==> src/rtl/luma_coring_pkg.sv <==
// Constants for the standard-definition luma noise coring stage.
// Assumes an APB slave with 32-bit data and one register per aligned word.
package luma_coring_pkg;
   // Register indices; byte address is four times the index.
   localparam logic [7:0] IDX_GAIN = 8'hA3;
   localparam logic [7:0] IDX_THRESH = 8'hA4;
   localparam logic [7:0] IDX_MODE = 8'hA5;
   localparam logic [7:0] IDX_STATUS = 8'hA6;
   localparam int ADDR_W = 12;
   localparam logic [ADDR_W-1:0] ADDR_GAIN = {2'b00, IDX_GAIN, 2'b00};
   localparam logic [ADDR_W-1:0] ADDR_THRESH = {2'b00, IDX_THRESH, 2'b00};
   localparam logic [ADDR_W-1:0] ADDR_MODE = {2'b00, IDX_MODE, 2'b00};
   localparam logic [ADDR_W-1:0] ADDR_STATUS = {2'b00, IDX_STATUS, 2'b00};
   localparam logic [7:0] REG_RESET = 8'h00;
   // Field positions.
   localparam int GAIN_BORDER_LSB = 0;
   localparam int GAIN_INTERIOR_LSB = 4;
   localparam int THRESH_LSB = 0;
   localparam int BORDER4_BIT = 6;
   localparam int BLOCK16_BIT = 7;
   localparam int SELECT_LSB = 0;
   localparam int SHARPEN_BIT = 3;
   localparam int OFFSET_LSB = 4;
   // Geometry and arithmetic.
   localparam int PIX_W = 8;
   localparam int FILT_W = 11;
   localparam int COL_W = 4;
   localparam logic [COL_W-1:0] BLOCK8_MASK = 4'h7;
   localparam logic [COL_W-1:0] BLOCK16_MASK = 4'hF;
   localparam logic [COL_W-1:0] HALF2 = 4'h1;
   localparam logic [COL_W-1:0] HALF4 = 4'h2;
   localparam int CORE_SHIFT = 3;
   localparam int SHARP_SHIFT = 4;
   localparam logic [PIX_W-1:0] PIX_MAX = 8'hFF;
   localparam int TAPS = 5;
   localparam int FIFO_DEPTH = 16;
   localparam int FIFO_W = 2 * PIX_W;
   localparam logic [31:0] CLK_HZ = 32'd27000000;
   localparam int CLK_PER_PIX = 2;
   typedef enum logic [1:0] {PH_LUMA = 2'b01, PH_CHROMA = 2'b10} phase_t;
endpackage : luma_coring_pkg

==> src/rtl/coring_fifo.sv <==
// Flip-flop FIFO with valid/ready on both sides.
// Assumes one clock and an active-low asynchronous reset.
`timescale 1ns/10ps
`default_nettype none
module coring_fifo #(
   parameter int WIDTH = 16,
   parameter int DEPTH = 16
) (
   // Clock and reset.
   input wire logic pclk,
   input wire logic presetn,
   // Fill side.
   input wire logic in_valid,
   output logic in_ready,
   input wire logic [WIDTH-1:0] in_data,
   // Drain side.
   output logic out_valid,
   input wire logic out_ready,
   output logic [WIDTH-1:0] out_data
);
   localparam int AW = $clog2(DEPTH);
   logic [WIDTH-1:0] mem_r [DEPTH];
   logic [AW-1:0] wr_r;
   logic [AW-1:0] rd_r;
   logic [AW:0] cnt_r;
   logic push;
   logic pop;
   assign in_ready = (cnt_r != (AW+1)'(DEPTH));
   assign out_valid = (cnt_r != '0);
   assign push = in_valid && in_ready;
   assign pop = out_valid && out_ready;
   assign out_data = mem_r[rd_r];
   always_ff @(posedge pclk) begin
      if (push) begin
         mem_r[wr_r] <= in_data;
      end
   end
   always_ff @(posedge pclk or negedge presetn) begin
      if (!presetn) begin
         wr_r <= '0;
         rd_r <= '0;
         cnt_r <= '0;
      end else begin
         if (push) begin
            wr_r <= AW'((wr_r == AW'(DEPTH-1)) ? 0 : wr_r + 1'b1);
         end
         if (pop) begin
            rd_r <= AW'((rd_r == AW'(DEPTH-1)) ? 0 : rd_r + 1'b1);
         end
         cnt_r <= (AW+1)'(cnt_r + push - pop);
      end
   end
endmodule : coring_fifo
`default_nettype wire

==> src/rtl/luma_noise_coring.sv <==
// Luma noise coring / sharpening stage with APB control registers.
// Assumes interleaved luma/chroma samples at two clocks per pixel, first sample luma,
// with a line-start pulse and valid/ready stream handshake.
// Operation
// - Only luma samples are processed; chroma samples pass through unchanged.
// - Band filter isolates high frequencies; its absolute value is compared to threshold.
// - Coring mode: below threshold, subtract gain-scaled filter output from luma.
// - Sharpening mode: above threshold, add gain-scaled filter output to luma.
// - Border gain is bits 3:0 of register one; coring scale is eighths.
// - Interior gain is bits 7:4 of register one, same scaling rules.
// - Sharpening mode scales both gains in sixteenths, up to fifteen sixteenths.
// - Threshold is unsigned bits 5:0 of register two, range 0 to 63.
// - Bit 6 of register two selects four-pixel border, else two pixels.
// - Bit 7 of register two selects 16x16 blocks, else 8x8 blocks.
// - One pixel counts as two clock cycles when measuring positions.
// - Bits 2:0 of register three select the band filter response.
// - Bit 3 of register three selects sharpening, zero selects coring.
// - A block offset control shifts the block grid.
// - All controls live in exactly three 8-bit writable registers.
// - Offset is bits 7:4 of register three, 0 to 15 pixels.
//
// The APB register port is this design's own decision.
`timescale 1ns/10ps
`default_nettype none
module luma_noise_coring
   import luma_coring_pkg::*;
(
   // Clock and reset.
   input wire logic pclk,
   input wire logic presetn,
   // APB slave.
   input wire logic psel,
   input wire logic penable,
   input wire logic pwrite,
   input wire logic [ADDR_W-1:0] paddr,
   input wire logic [31:0] pwdata,
   output logic [31:0] prdata,
   output logic pready,
   output logic pslverr,
   // Input sample stream.
   input wire logic in_valid,
   output logic in_ready,
   input wire logic [PIX_W-1:0] in_data,
   input wire logic in_line_start,
   // Output stream: luma and chroma pairs.
   output logic out_valid,
   input wire logic out_ready,
   output logic [PIX_W-1:0] out_data
);
   logic [7:0] gain_r;
   logic [7:0] thresh_r;
   logic [7:0] mode_r;
   logic [7:0] rdata_nxt;
   logic apb_wr;
   logic apb_acc;
   logic addr_ok;
   logic fifo_in_ready;
   logic fifo_out_valid;
   logic [FIFO_W-1:0] fifo_out_data;
   logic [FIFO_W-1:0] pair_nxt;
   logic [PIX_W-1:0] taps_r [TAPS];
   logic [PIX_W-1:0] chroma_r;
   logic luma_phase_r;
   logic [COL_W-1:0] col_r;
   logic [COL_W-1:0] pos;
   logic [COL_W-1:0] bmask;
   logic [COL_W-1:0] half;
   logic is_border;
   logic signed [FILT_W-1:0] filt;
   logic [FILT_W-1:0] mag;
   logic [3:0] gain_sel;
   logic signed [FILT_W+4:0] prod;
   logic signed [FILT_W+4:0] scaled;
   logic signed [FILT_W+4:0] sum;
   logic [PIX_W-1:0] luma_nxt;
   logic take;
   logic out_sel_r;
   logic [FILT_W-1:0] last_mag_r;

   // Register file.
   assign apb_acc = psel && penable;
   assign apb_wr = apb_acc && pwrite;
   assign pready = 1'b1;
   assign addr_ok = (paddr == ADDR_GAIN) || (paddr == ADDR_THRESH) ||
                    (paddr == ADDR_MODE) || (paddr == ADDR_STATUS);
   assign pslverr = apb_acc && !addr_ok;

   always_ff @(posedge pclk or negedge presetn) begin
      if (!presetn) begin
         gain_r <= REG_RESET;
         thresh_r <= REG_RESET;
         mode_r <= REG_RESET;
      end else if (apb_wr) begin
         // Three 8-bit control registers hold every setting.
         if (paddr == ADDR_GAIN) begin
            gain_r <= pwdata[7:0];
         end
         if (paddr == ADDR_THRESH) begin
            thresh_r <= pwdata[7:0];
         end
         if (paddr == ADDR_MODE) begin
            mode_r <= pwdata[7:0];
         end
      end
   end

   always_comb begin
      rdata_nxt = 8'h00;
      if (paddr == ADDR_GAIN) begin
         rdata_nxt = gain_r;
      end else if (paddr == ADDR_THRESH) begin
         rdata_nxt = thresh_r;
      end else if (paddr == ADDR_MODE) begin
         rdata_nxt = mode_r;
      end else if (paddr == ADDR_STATUS) begin
         rdata_nxt = last_mag_r[PIX_W-1:0];
      end
   end
   assign prdata = {24'h000000, rdata_nxt};

   // Band filter responses; the tap window is centred on taps_r[2].
   function automatic logic signed [FILT_W-1:0] band(input logic [2:0] sel,
                                                    input logic [PIX_W-1:0] t0,
                                                    input logic [PIX_W-1:0] t1,
                                                    input logic [PIX_W-1:0] t2,
                                                    input logic [PIX_W-1:0] t3,
                                                    input logic [PIX_W-1:0] t4);
      logic signed [FILT_W-1:0] a0;
      logic signed [FILT_W-1:0] a1;
      logic signed [FILT_W-1:0] a2;
      logic signed [FILT_W-1:0] a3;
      logic signed [FILT_W-1:0] a4;
      a0 = FILT_W'(t0);
      a1 = FILT_W'(t1);
      a2 = FILT_W'(t2);
      a3 = FILT_W'(t3);
      a4 = FILT_W'(t4);
      unique case (sel[1:0])
         2'b00: band = (a2 <<< 1) - a1 - a3;
         2'b01: band = (a2 <<< 1) - a0 - a4;
         2'b10: band = ((a2 <<< 1) - a1 - a3 + (a2 <<< 1) - a0 - a4) >>> 1;
         2'b11: band = a2 - a3;
      endcase
      if (sel[2]) begin
         band = band >>> 1;
      end
   endfunction : band

   // Stream handshake: one sample per accepted cycle.
   assign take = in_valid && in_ready;
   assign in_ready = fifo_in_ready;

   // Luma/chroma phase, luma first after a line start.
   always_ff @(posedge pclk or negedge presetn) begin
      if (!presetn) begin
         luma_phase_r <= 1'b1;
      end else if (take) begin
         luma_phase_r <= in_line_start ? 1'b0 : !luma_phase_r;
      end
   end

   // Luma delay line for the band filter.
   genvar gi;
   generate
      for (gi = 0; gi < TAPS; gi++) begin : g_tap
         always_ff @(posedge pclk or negedge presetn) begin
            if (!presetn) begin
               taps_r[gi] <= '0;
            end else if (take && (in_line_start || luma_phase_r)) begin
               taps_r[gi] <= (gi == 0) ? in_data : taps_r[(gi == 0) ? 0 : gi-1];
            end
         end
      end
   endgenerate

   // Chroma is held unaltered in chroma_r, which nothing reads; each pair takes chroma from in_data and luma from taps_r[2].
   always_ff @(posedge pclk or negedge presetn) begin
      if (!presetn) begin
         chroma_r <= '0;
      end else if (take && !luma_phase_r && !in_line_start) begin
         chroma_r <= in_data;
      end
   end

   // Pixel column counter: advances once per two-clock pixel.
   always_ff @(posedge pclk or negedge presetn) begin
      if (!presetn) begin
         col_r <= '0;
      end else if (take && in_line_start) begin
         col_r <= '0;
      end else if (take && !luma_phase_r) begin
         col_r <= COL_W'(col_r + 1'b1);
      end
   end

   // Block grid position with offset; border zone straddles each boundary.
   assign bmask = thresh_r[BLOCK16_BIT] ? BLOCK16_MASK : BLOCK8_MASK;
   assign half = thresh_r[BORDER4_BIT] ? HALF4 : HALF2;
   assign pos = COL_W'(col_r + mode_r[OFFSET_LSB +: 4]) & bmask;
   assign is_border = (pos < half) || (pos > COL_W'(bmask - half));

   // Filter and magnitude.
   assign filt = band(mode_r[SELECT_LSB +: 3], taps_r[0], taps_r[1], taps_r[2],
                      taps_r[3], taps_r[4]);
   assign mag = filt[FILT_W-1] ? FILT_W'(-filt) : filt;

   // Border or interior gain.
   assign gain_sel = is_border ? gain_r[GAIN_BORDER_LSB +: 4] : gain_r[GAIN_INTERIOR_LSB +: 4];
   assign prod = (FILT_W+5)'(filt) * $signed({1'b0, gain_sel});

   always_comb begin
      scaled = '0;
      if (!mode_r[SHARPEN_BIT]) begin
         // Coring: eighths, subtract below threshold.
         if (mag < FILT_W'(thresh_r[THRESH_LSB +: 6])) begin
            scaled = -(prod >>> CORE_SHIFT);
         end
      end else begin
         // Sharpening: sixteenths, add above threshold.
         if (mag > FILT_W'(thresh_r[THRESH_LSB +: 6])) begin
            scaled = prod >>> SHARP_SHIFT;
         end
      end
      sum = (FILT_W+5)'(taps_r[2]) + scaled;
      if (sum < 0) begin
         luma_nxt = '0;
      end else if (sum > (FILT_W+5)'(PIX_MAX)) begin
         luma_nxt = PIX_MAX;
      end else begin
         luma_nxt = sum[PIX_W-1:0];
      end
   end

   // Processed pixel pair enters the FIFO on each accepted chroma sample.
   assign pair_nxt = {luma_nxt, in_data};

   always_ff @(posedge pclk or negedge presetn) begin
      if (!presetn) begin
         last_mag_r <= '0;
      end else if (take && !luma_phase_r) begin
         last_mag_r <= mag;
      end
   end

   coring_fifo #(
      .WIDTH(FIFO_W),
      .DEPTH(FIFO_DEPTH)
   ) u_fifo (
      .pclk(pclk),
      .presetn(presetn),
      .in_valid(in_valid && !luma_phase_r && !in_line_start),
      .in_ready(fifo_in_ready),
      .in_data(pair_nxt),
      .out_valid(fifo_out_valid),
      .out_ready(out_ready && out_sel_r),
      .out_data(fifo_out_data)
   );

   // Output serialises each pair: luma then chroma.
   always_ff @(posedge pclk or negedge presetn) begin
      if (!presetn) begin
         out_sel_r <= 1'b0;
      end else if (fifo_out_valid && out_ready) begin
         out_sel_r <= !out_sel_r;
      end
   end
   assign out_valid = fifo_out_valid;
   assign out_data = out_sel_r ? fifo_out_data[PIX_W-1:0] : fifo_out_data[FIFO_W-1:PIX_W];
endmodule : luma_noise_coring
`default_nettype wire

==> config.mk <==
export PLATFORM = sky130hd
export DESIGN_NAME = luma_noise_coring
export DESIGN_NICKNAME = d
export VERILOG_FILES = /design/src/rtl/luma_coring_pkg.sv /design/src/rtl/coring_fifo.sv /design/src/rtl/luma_noise_coring.sv
export SDC_FILE = /design/constraint.sdc
export NUM_CORES = 1
export LEC_CHECK = 0
export ABC_AREA = 1
export ABC_CLOCK_PERIOD_IN_PS = 8000
export BUFFER_PORTS_ARGS = -buffer_cell sky130_fd_sc_hd__buf_2
export CAP_MARGIN = 20
export CORE_MARGIN = 2
export CORE_UTILIZATION = 35
export DETAILED_ROUTE_END_ITERATION = 7
export GPL_TIMING_DRIVEN = 0
export HOLD_SLACK_MARGIN = 0.08
export RECOVER_POWER = 50
export SLEW_MARGIN = 20
export SYNTH_ARGS = -nofsm -noshare
export SYNTH_HDL_FRONTEND = slang
export SYNTH_SLANG_ARGS = --single-unit
export TNS_END_PERCENT = 5
==> constraint.sdc <==
create_clock -name pclk -period 8 [get_ports pclk]
set_input_delay 0.4 -clock pclk [delete_from_list [all_inputs] [get_ports pclk]]
set_output_delay 0.4 -clock pclk [all_outputs]
set_load 0.01 [all_outputs]
==> results of run 1 <==
[area by class of cell]
type                       instances  area share (%)
buffer                            99            1.89
multi-input combinational       1672            41.7
sequential                       347            38.5
timing repair buffer             155            4.38
clock buffer                      45            3.89
tap                              782            3.78
inverter                         315            4.80
clock inverter                    24           0.918
timing repair inverter             3          0.0918
[repair_timing]
action / 4_1_cts / 5_1_grt
resized for setup: 100 / 134
hold buffers: 1 / 0
pin swaps: 74 / 80
setup endpoints to repair: 128 / 128
buffers inserted: 52 / 35
cloned: 1 / 3
hold endpoints to repair: 45 / 0
[critical path, delay by kind of cell (launching register included)]
kind	cells	cell delay, ps
AND/OR/NAND/NOR	22	1930
flip-flops	1	500
AO/OA/AOI/OAI	8	1030
buffers and inverters	17	1750
XOR/XNOR	3	590
adder cells (fa/ha/maj)	8	2990
[through the flow]
step	instance area [sq um]	utilization [%]	std cells	TNS [ps]	worst slack, ps
floorplan	21500	-	2432	-20010	-158
global placement	22700	37.8	3268	-198620	-1570
detailed placement	23000	38.2	3281	-208150	-1640
CTS	25000	41.7	3404	-115620	-920
global route	25900	43.2	3442	-186900	-1510
finish	25900	43.2	3442	-126740	-1050
[layout by cell type (no fill, tap or decap), types with 26 or more instances in the layout]
master / netlist / layout
nand2_1: 463 / 407
inv_1: 302 / 269
o21ai_0: 272 / 264
nor2_1: 291 / 261
edfxtp_1: 256 / 256
buf_4: 25 / 105
nand3_1: 126 / 103
clkbuf_1: 67 / 85
ha_1: 113 / 84
dfrtp_1: 90 / 84
o22ai_1: 80 / 80
nand2_2: 19 / 60
a21oi_1: 71 / 52
buf_2: 1 / 43
fa_1: 46 / 43
clkbuf_16: 0 / 39
inv_2: 9 / 30
nor2_2: 5 / 26
ha_4: 0 / 26
[per-layer routing]
layer  global-route usage [%]  wire length [microns]  vias to the layer above  part of all wire, %
met5                        0                      0                        -                    0
met4                     6.83                   2000                        0                  3.2
met2                     33.4                  30400                      528                   48
met1                     26.0                  27300                     8533                   43
li1                         -                      -                     8483                    -
met3                     2.66                   3510                      116                  5.6
[flip-flops by register name, summed over array words and instances, names as in the netlist]
| signal | count |
|---|---|
| u_fifo.mem_r | 256 |
| u_fifo.rd_r | 4 |
| thresh_r | 8 |
| taps_r | 40 |
| gain_r | 8 |
| col_r | 4 |
| luma_phase_r | 1 |
| u_fifo.cnt_r | 5 |
| last_mag_r | 8 |
| mode_r | 8 |
| out_sel_r | 1 |
| u_fifo.wr_r | 4 |
[worst min path at each step]
stage	slack (ps)	endpoint	depth (start not counted)
finish	140	gain_r[6]	3
detailed placement	360	last_mag_r[1]	1
global route	180	mode_r[6]	3
floorplan	100	col_r[0]	0
CTS	130	gain_r[6]	3
global placement	470	taps_r[19]	2
[logic make-up after synthesis]
family / Yosys count / share of synthesized area (%)
flops: 347 / 47.2
other cells: 2 / 0.0356
simple gates: 970 / 19.6
compound gates: 470 / 12.3
fa+ha+maj: 159 / 11.1
buf+inv: 414 / 7.92
xor+xnor: 47 / 1.95
==> metrics.txt, run 1 <==
run status finished, violations left; failing checks max-capacitance violations, max-slew violations, negative setup slack; crit path DAT ~9300 ps; Ports roughly 100; Critical Path End u_fifo.mem_r[13][15]; slowest CP cell fa_2; number of flops mapped to enable cells by yosys 256; worst hold path class in -> reg; total global routing overflow 0; Num CTS Buffers 38; flops & latches, synth around 350; DR iter-0 viols about 1200; Max Transition Viols Final 94; Crit path top cell by count nand2_2; core area about 60000 sq um; drt drc 0; R2R Path End u_fifo.mem_r[13][15]; beginning of the critical path taps_r[17]; Clock transition at path regs approximately 60 ps; Initial Utilization 35.2%; synthesized netlist cell count ~2400; CTS Sinks around 350; Worst Reg2Reg Path Length in Cells 58; Root Buffer Master clkbuf_16; top cells by area, synth edfxtp_1, dfrtp_1, nand2_1; vias per cell just over 5; HPWL after DPL 45200 microns; Chip Width between 200 and 250 microns; Yosys cell types between 50 and 60; Post-Syn Area about 21000 sq um; GP Congestion about 0.96; PortBufs 54; FF-to-FF setup slack -1050 ps; Worst Setup Start Kind flip-flop; share of cells above drive strength 1 just under 20%; YS warnings 0; Total Routing Usage GR 19.7%; Hold Fails Final Rpt 0; CP endpoint kind flip-flop; vias in the first global route approximately 17000; cell row count 90; cell taking the most area after synthesis edfxtp_1; Fmax about 0.11 GHz; Setup CP Type reg -> reg; worst hold slack around 140 ps; Setup Skew 18.3 ps; RSZ-0062 raised after global routing yes; sequential area share after synthesis a little under half; initial antenna violation count 0; Fillers 5800; Nets 2850; top_reg_cell synth edfxtp_1; Detailed Route WL between 60000 and 70000 microns; fin worst setup slack -1050 ps; Slew @ Worst Pin between 2000 and 3000 ps; Post-synth ARST share between 20% and 30%; crit path max fanout 8; final setup fails roughly 130; clock insertion delay at the later pin of the skew report 560 ps; DR vias between 15000 and 20000; Hold Crit Start pwdata[6]; WP data required 8290 ps; first-pass iteration count of the detailed router 5; Commonest cells post-synth nand2_1, inv_1, nor2_1, o21ai_0, edfxtp_1; minimum clock period ~9000 ps; Rel. slew slack -83.2%; Synth top area share 36.4%; count leader, synth nand2_1; final antenna-violating net count 0; Routed WL per cell approximately 18 microns; Die Y about 250 microns; antenna cells 0; Critical R2R Launch taps_r[17]; H-tree levels 2; first-pass GRT wire length between 90000 and 100000 microns; largest net degree at the start of global routing 47; TritonCTS clock tree yes; area of the multi-input gates approximately 11000 sq um; post-synthesis area per instance ~8.8 sq um; Clock Path Buffers 3; Seq. cell area around 10000 sq um; Die Area about 62000 sq um; synth-to-layout area growth 22.7%; slowest stage delay, CP ~600 ps; fin crit share 113%; Max Cap Violations 2
Power of run 1 is not shown: default switching activity piles up to over one toggle a cycle in this logic, so the estimate is an artifact.
==> run 2, diff against run 1 <==
Settings changed: CORE_UTILIZATION 35 to 55, PLACE_DENSITY set to 0.76.
==> run 2 against run 1 <==
Maximum frequency fell by 1.5%. Register-to-register slack worse by 140 ps. Clock skew increased by 24 ps. Hold slack worse by 3.6 ps. Cell count decreased by 7.6%. Via count rose by 3.6%. Critical path depth fell by 4. Routed wire length is essentially flat. The flow finishes with violations (design-rule violations, max-capacitance violations, max-slew violations, negative setup slack). Non-clock buffer count increased by 13. Worst setup slack got worse by 140 ps. Sequential share of layout area up 0.61 points. Flip-flop and latch count stayed put.
==> metrics.txt, run 2 (synthesized netlist as in run 1, its figures left out) <==
Worst Setup Start Kind flip-flop; Root Buffer Master clkbuf_16; Largest register FFs around 260; crit path max fanout 8; vias per cell ~5.8; Clock transition at path regs 60 ps; Hold Fails Final Rpt 0; first-pass iteration count of the detailed router 8; Clock Path Buffers 3; final setup fails 128; drt drc 2; Top reg by flops u_fifo.mem_r; Crit path top cell by count buf_4; TritonCTS clock tree yes; FF-to-FF setup slack -1190 ps; slowest CP cell fa_1; Setup Skew 41.9 ps; antenna cells 0; GP Congestion between 0.9 and 1; DR vias around 18000; Setup CP Type reg -> reg; Nets around 2900; crit path DAT 9430 ps; fin worst setup slack -1190 ps; beginning of the critical path taps_r[27]; failing checks design-rule violations, max-capacitance violations, max-slew violations, negative setup slack; final antenna-violating net count 0; Rel. slew slack -185%; Hold Crit Start pwdata[2]; Critical R2R Launch taps_r[27]; Fmax between 0.1 and 0.15 GHz; Initial Utilization 55.9%; Num CTS Buffers 37; placed cell count ~3000; fin crit share 115%; share of cells above drive strength 1 18.9%; Post-Layout Cell Count ~3200; Largest regs u_fifo.mem_r (256), taps_r (40); CP endpoint kind flip-flop; total global routing overflow 0; cell row count 71; worst hold slack approximately 140 ps; run status finished, violations left; vias in the first global route ~18000; worst hold path class in -> reg; slowest stage delay, CP about 540 ps; Ports around 100; Fillers around 2900; Slew @ Worst Pin around 4300 ps; most frequent cells in the layout nand2_1, inv_1, o21ai_0; clock insertion delay at the later pin of the skew report between 500 and 600 ps; Routed WL per cell around 20 microns; commonest non-fill, non-tap cell in the layout nand2_1; Max Cap Violations 1; Die Area 40000 sq um; Chip Width ~200 microns; DR iter-0 viols 1643; initial antenna violation count 0; WP data required a little over 8000 ps; RSZ-0062 raised after global routing yes; PortBufs between 50 and 60; Die Y 200 microns; R2R Path End u_fifo.mem_r[13][8]; core area about 38000 sq um; CTS Sinks around 350; largest net degree at the start of global routing 75; Worst Reg2Reg Path Length in Cells 54; Detailed Route WL approximately 63000 microns; Critical Path End u_fifo.mem_r[13][8]; minimum clock period about 9200 ps; H-tree levels 2; Total Routing Usage GR 31.6%; synth-to-layout area growth 20.8%; HPWL after DPL between 40000 and 50000 microns; Max Transition Viols Final 75; first-pass GRT wire length between 90000 and 100000 microns
-- run 2: cell count changes in the layout (fill, tap and decap cells not counted), sizes merged --
| cell | delta |
|---|---|
| clkinv | -5 |
| buf | +12 |
| nand4 | -1 |
| clkbuf | +7 |
| inv | -3 |
| bufinv | -2 |
-- run 2: worst max-delay path: cells and delay by family (launching register included) --
kind	cells	cell delay, ps
adder cells (fa/ha/maj)	8	3000
buffers and inverters	17	1910
XOR/XNOR	2	360
AO/OA/AOI/OAI	5	870
flip-flops	1	380
AND/OR/NAND/NOR	22	2320
-- run 2: layer usage --
metal	track usage (%)	wire (microns)	part of all wire [%]	vias to the layer above
met2	54.2	31000	49	916
li1	-	-	-	8478
met4	15.4	3360	5.3	0
met1	39.7	23800	38	8692
met3	3.98	5010	7.9	215
met5	0	0	0	-
-- run 2: how the worst min path moves through the flow --
stage | end | cells after the start
final | gain_r[2] | 3
after global routing | mode_r[5] | 3
after CTS | mode_r[0] | 3
after detailed placement | taps_r[9] | 1
after global placement | taps_r[6] | 2
after floorplan | col_r[0] | 0
-- run 2: timing repair --
item / 4_1_cts / 5_1_grt
gates cloned: 1 / 0
setup buffers: 63 / 34
hold endpoints to repair: 90 / 0
pin swaps: 111 / 105
gates resized for setup: 108 / 91
hold buffers: 1 / 0
setup endpoints to repair: 128 / 128
-- run 2: cell type report --
cell class	instances	area, sq um	share of cell area [%]
buffer	99	489	1.92
clock inverter	16	161	0.633
timing repair inverter	1	7.51	0.0294
timing repair buffer	168	1230	4.84
clock buffer	51	1020	4.00
tap	511	639	2.51
inverter	315	1230	4.82
sequential	347	9970	39.1
multi-input combinational	1671	10700	42.1
-- run 2: stage by stage --
| stage | util [%] | worst slack [ps] | setup TNS [ps] | cell area (sq um) |
|---|---|---|---|---|
| floorplan | - | -158 | -20010 | 21500 |
| detailed placement | 60.0 | -1590 | -200920 | 22700 |
| CTS | 65.8 | -943 | -113680 | 24800 |
| global placement | 59.3 | -1430 | -181570 | 22400 |
| finish | 67.5 | -1190 | -144230 | 25500 |
| global route | 67.5 | -1650 | -205900 | 25500 |
Power of run 2 is left out for the same reason.
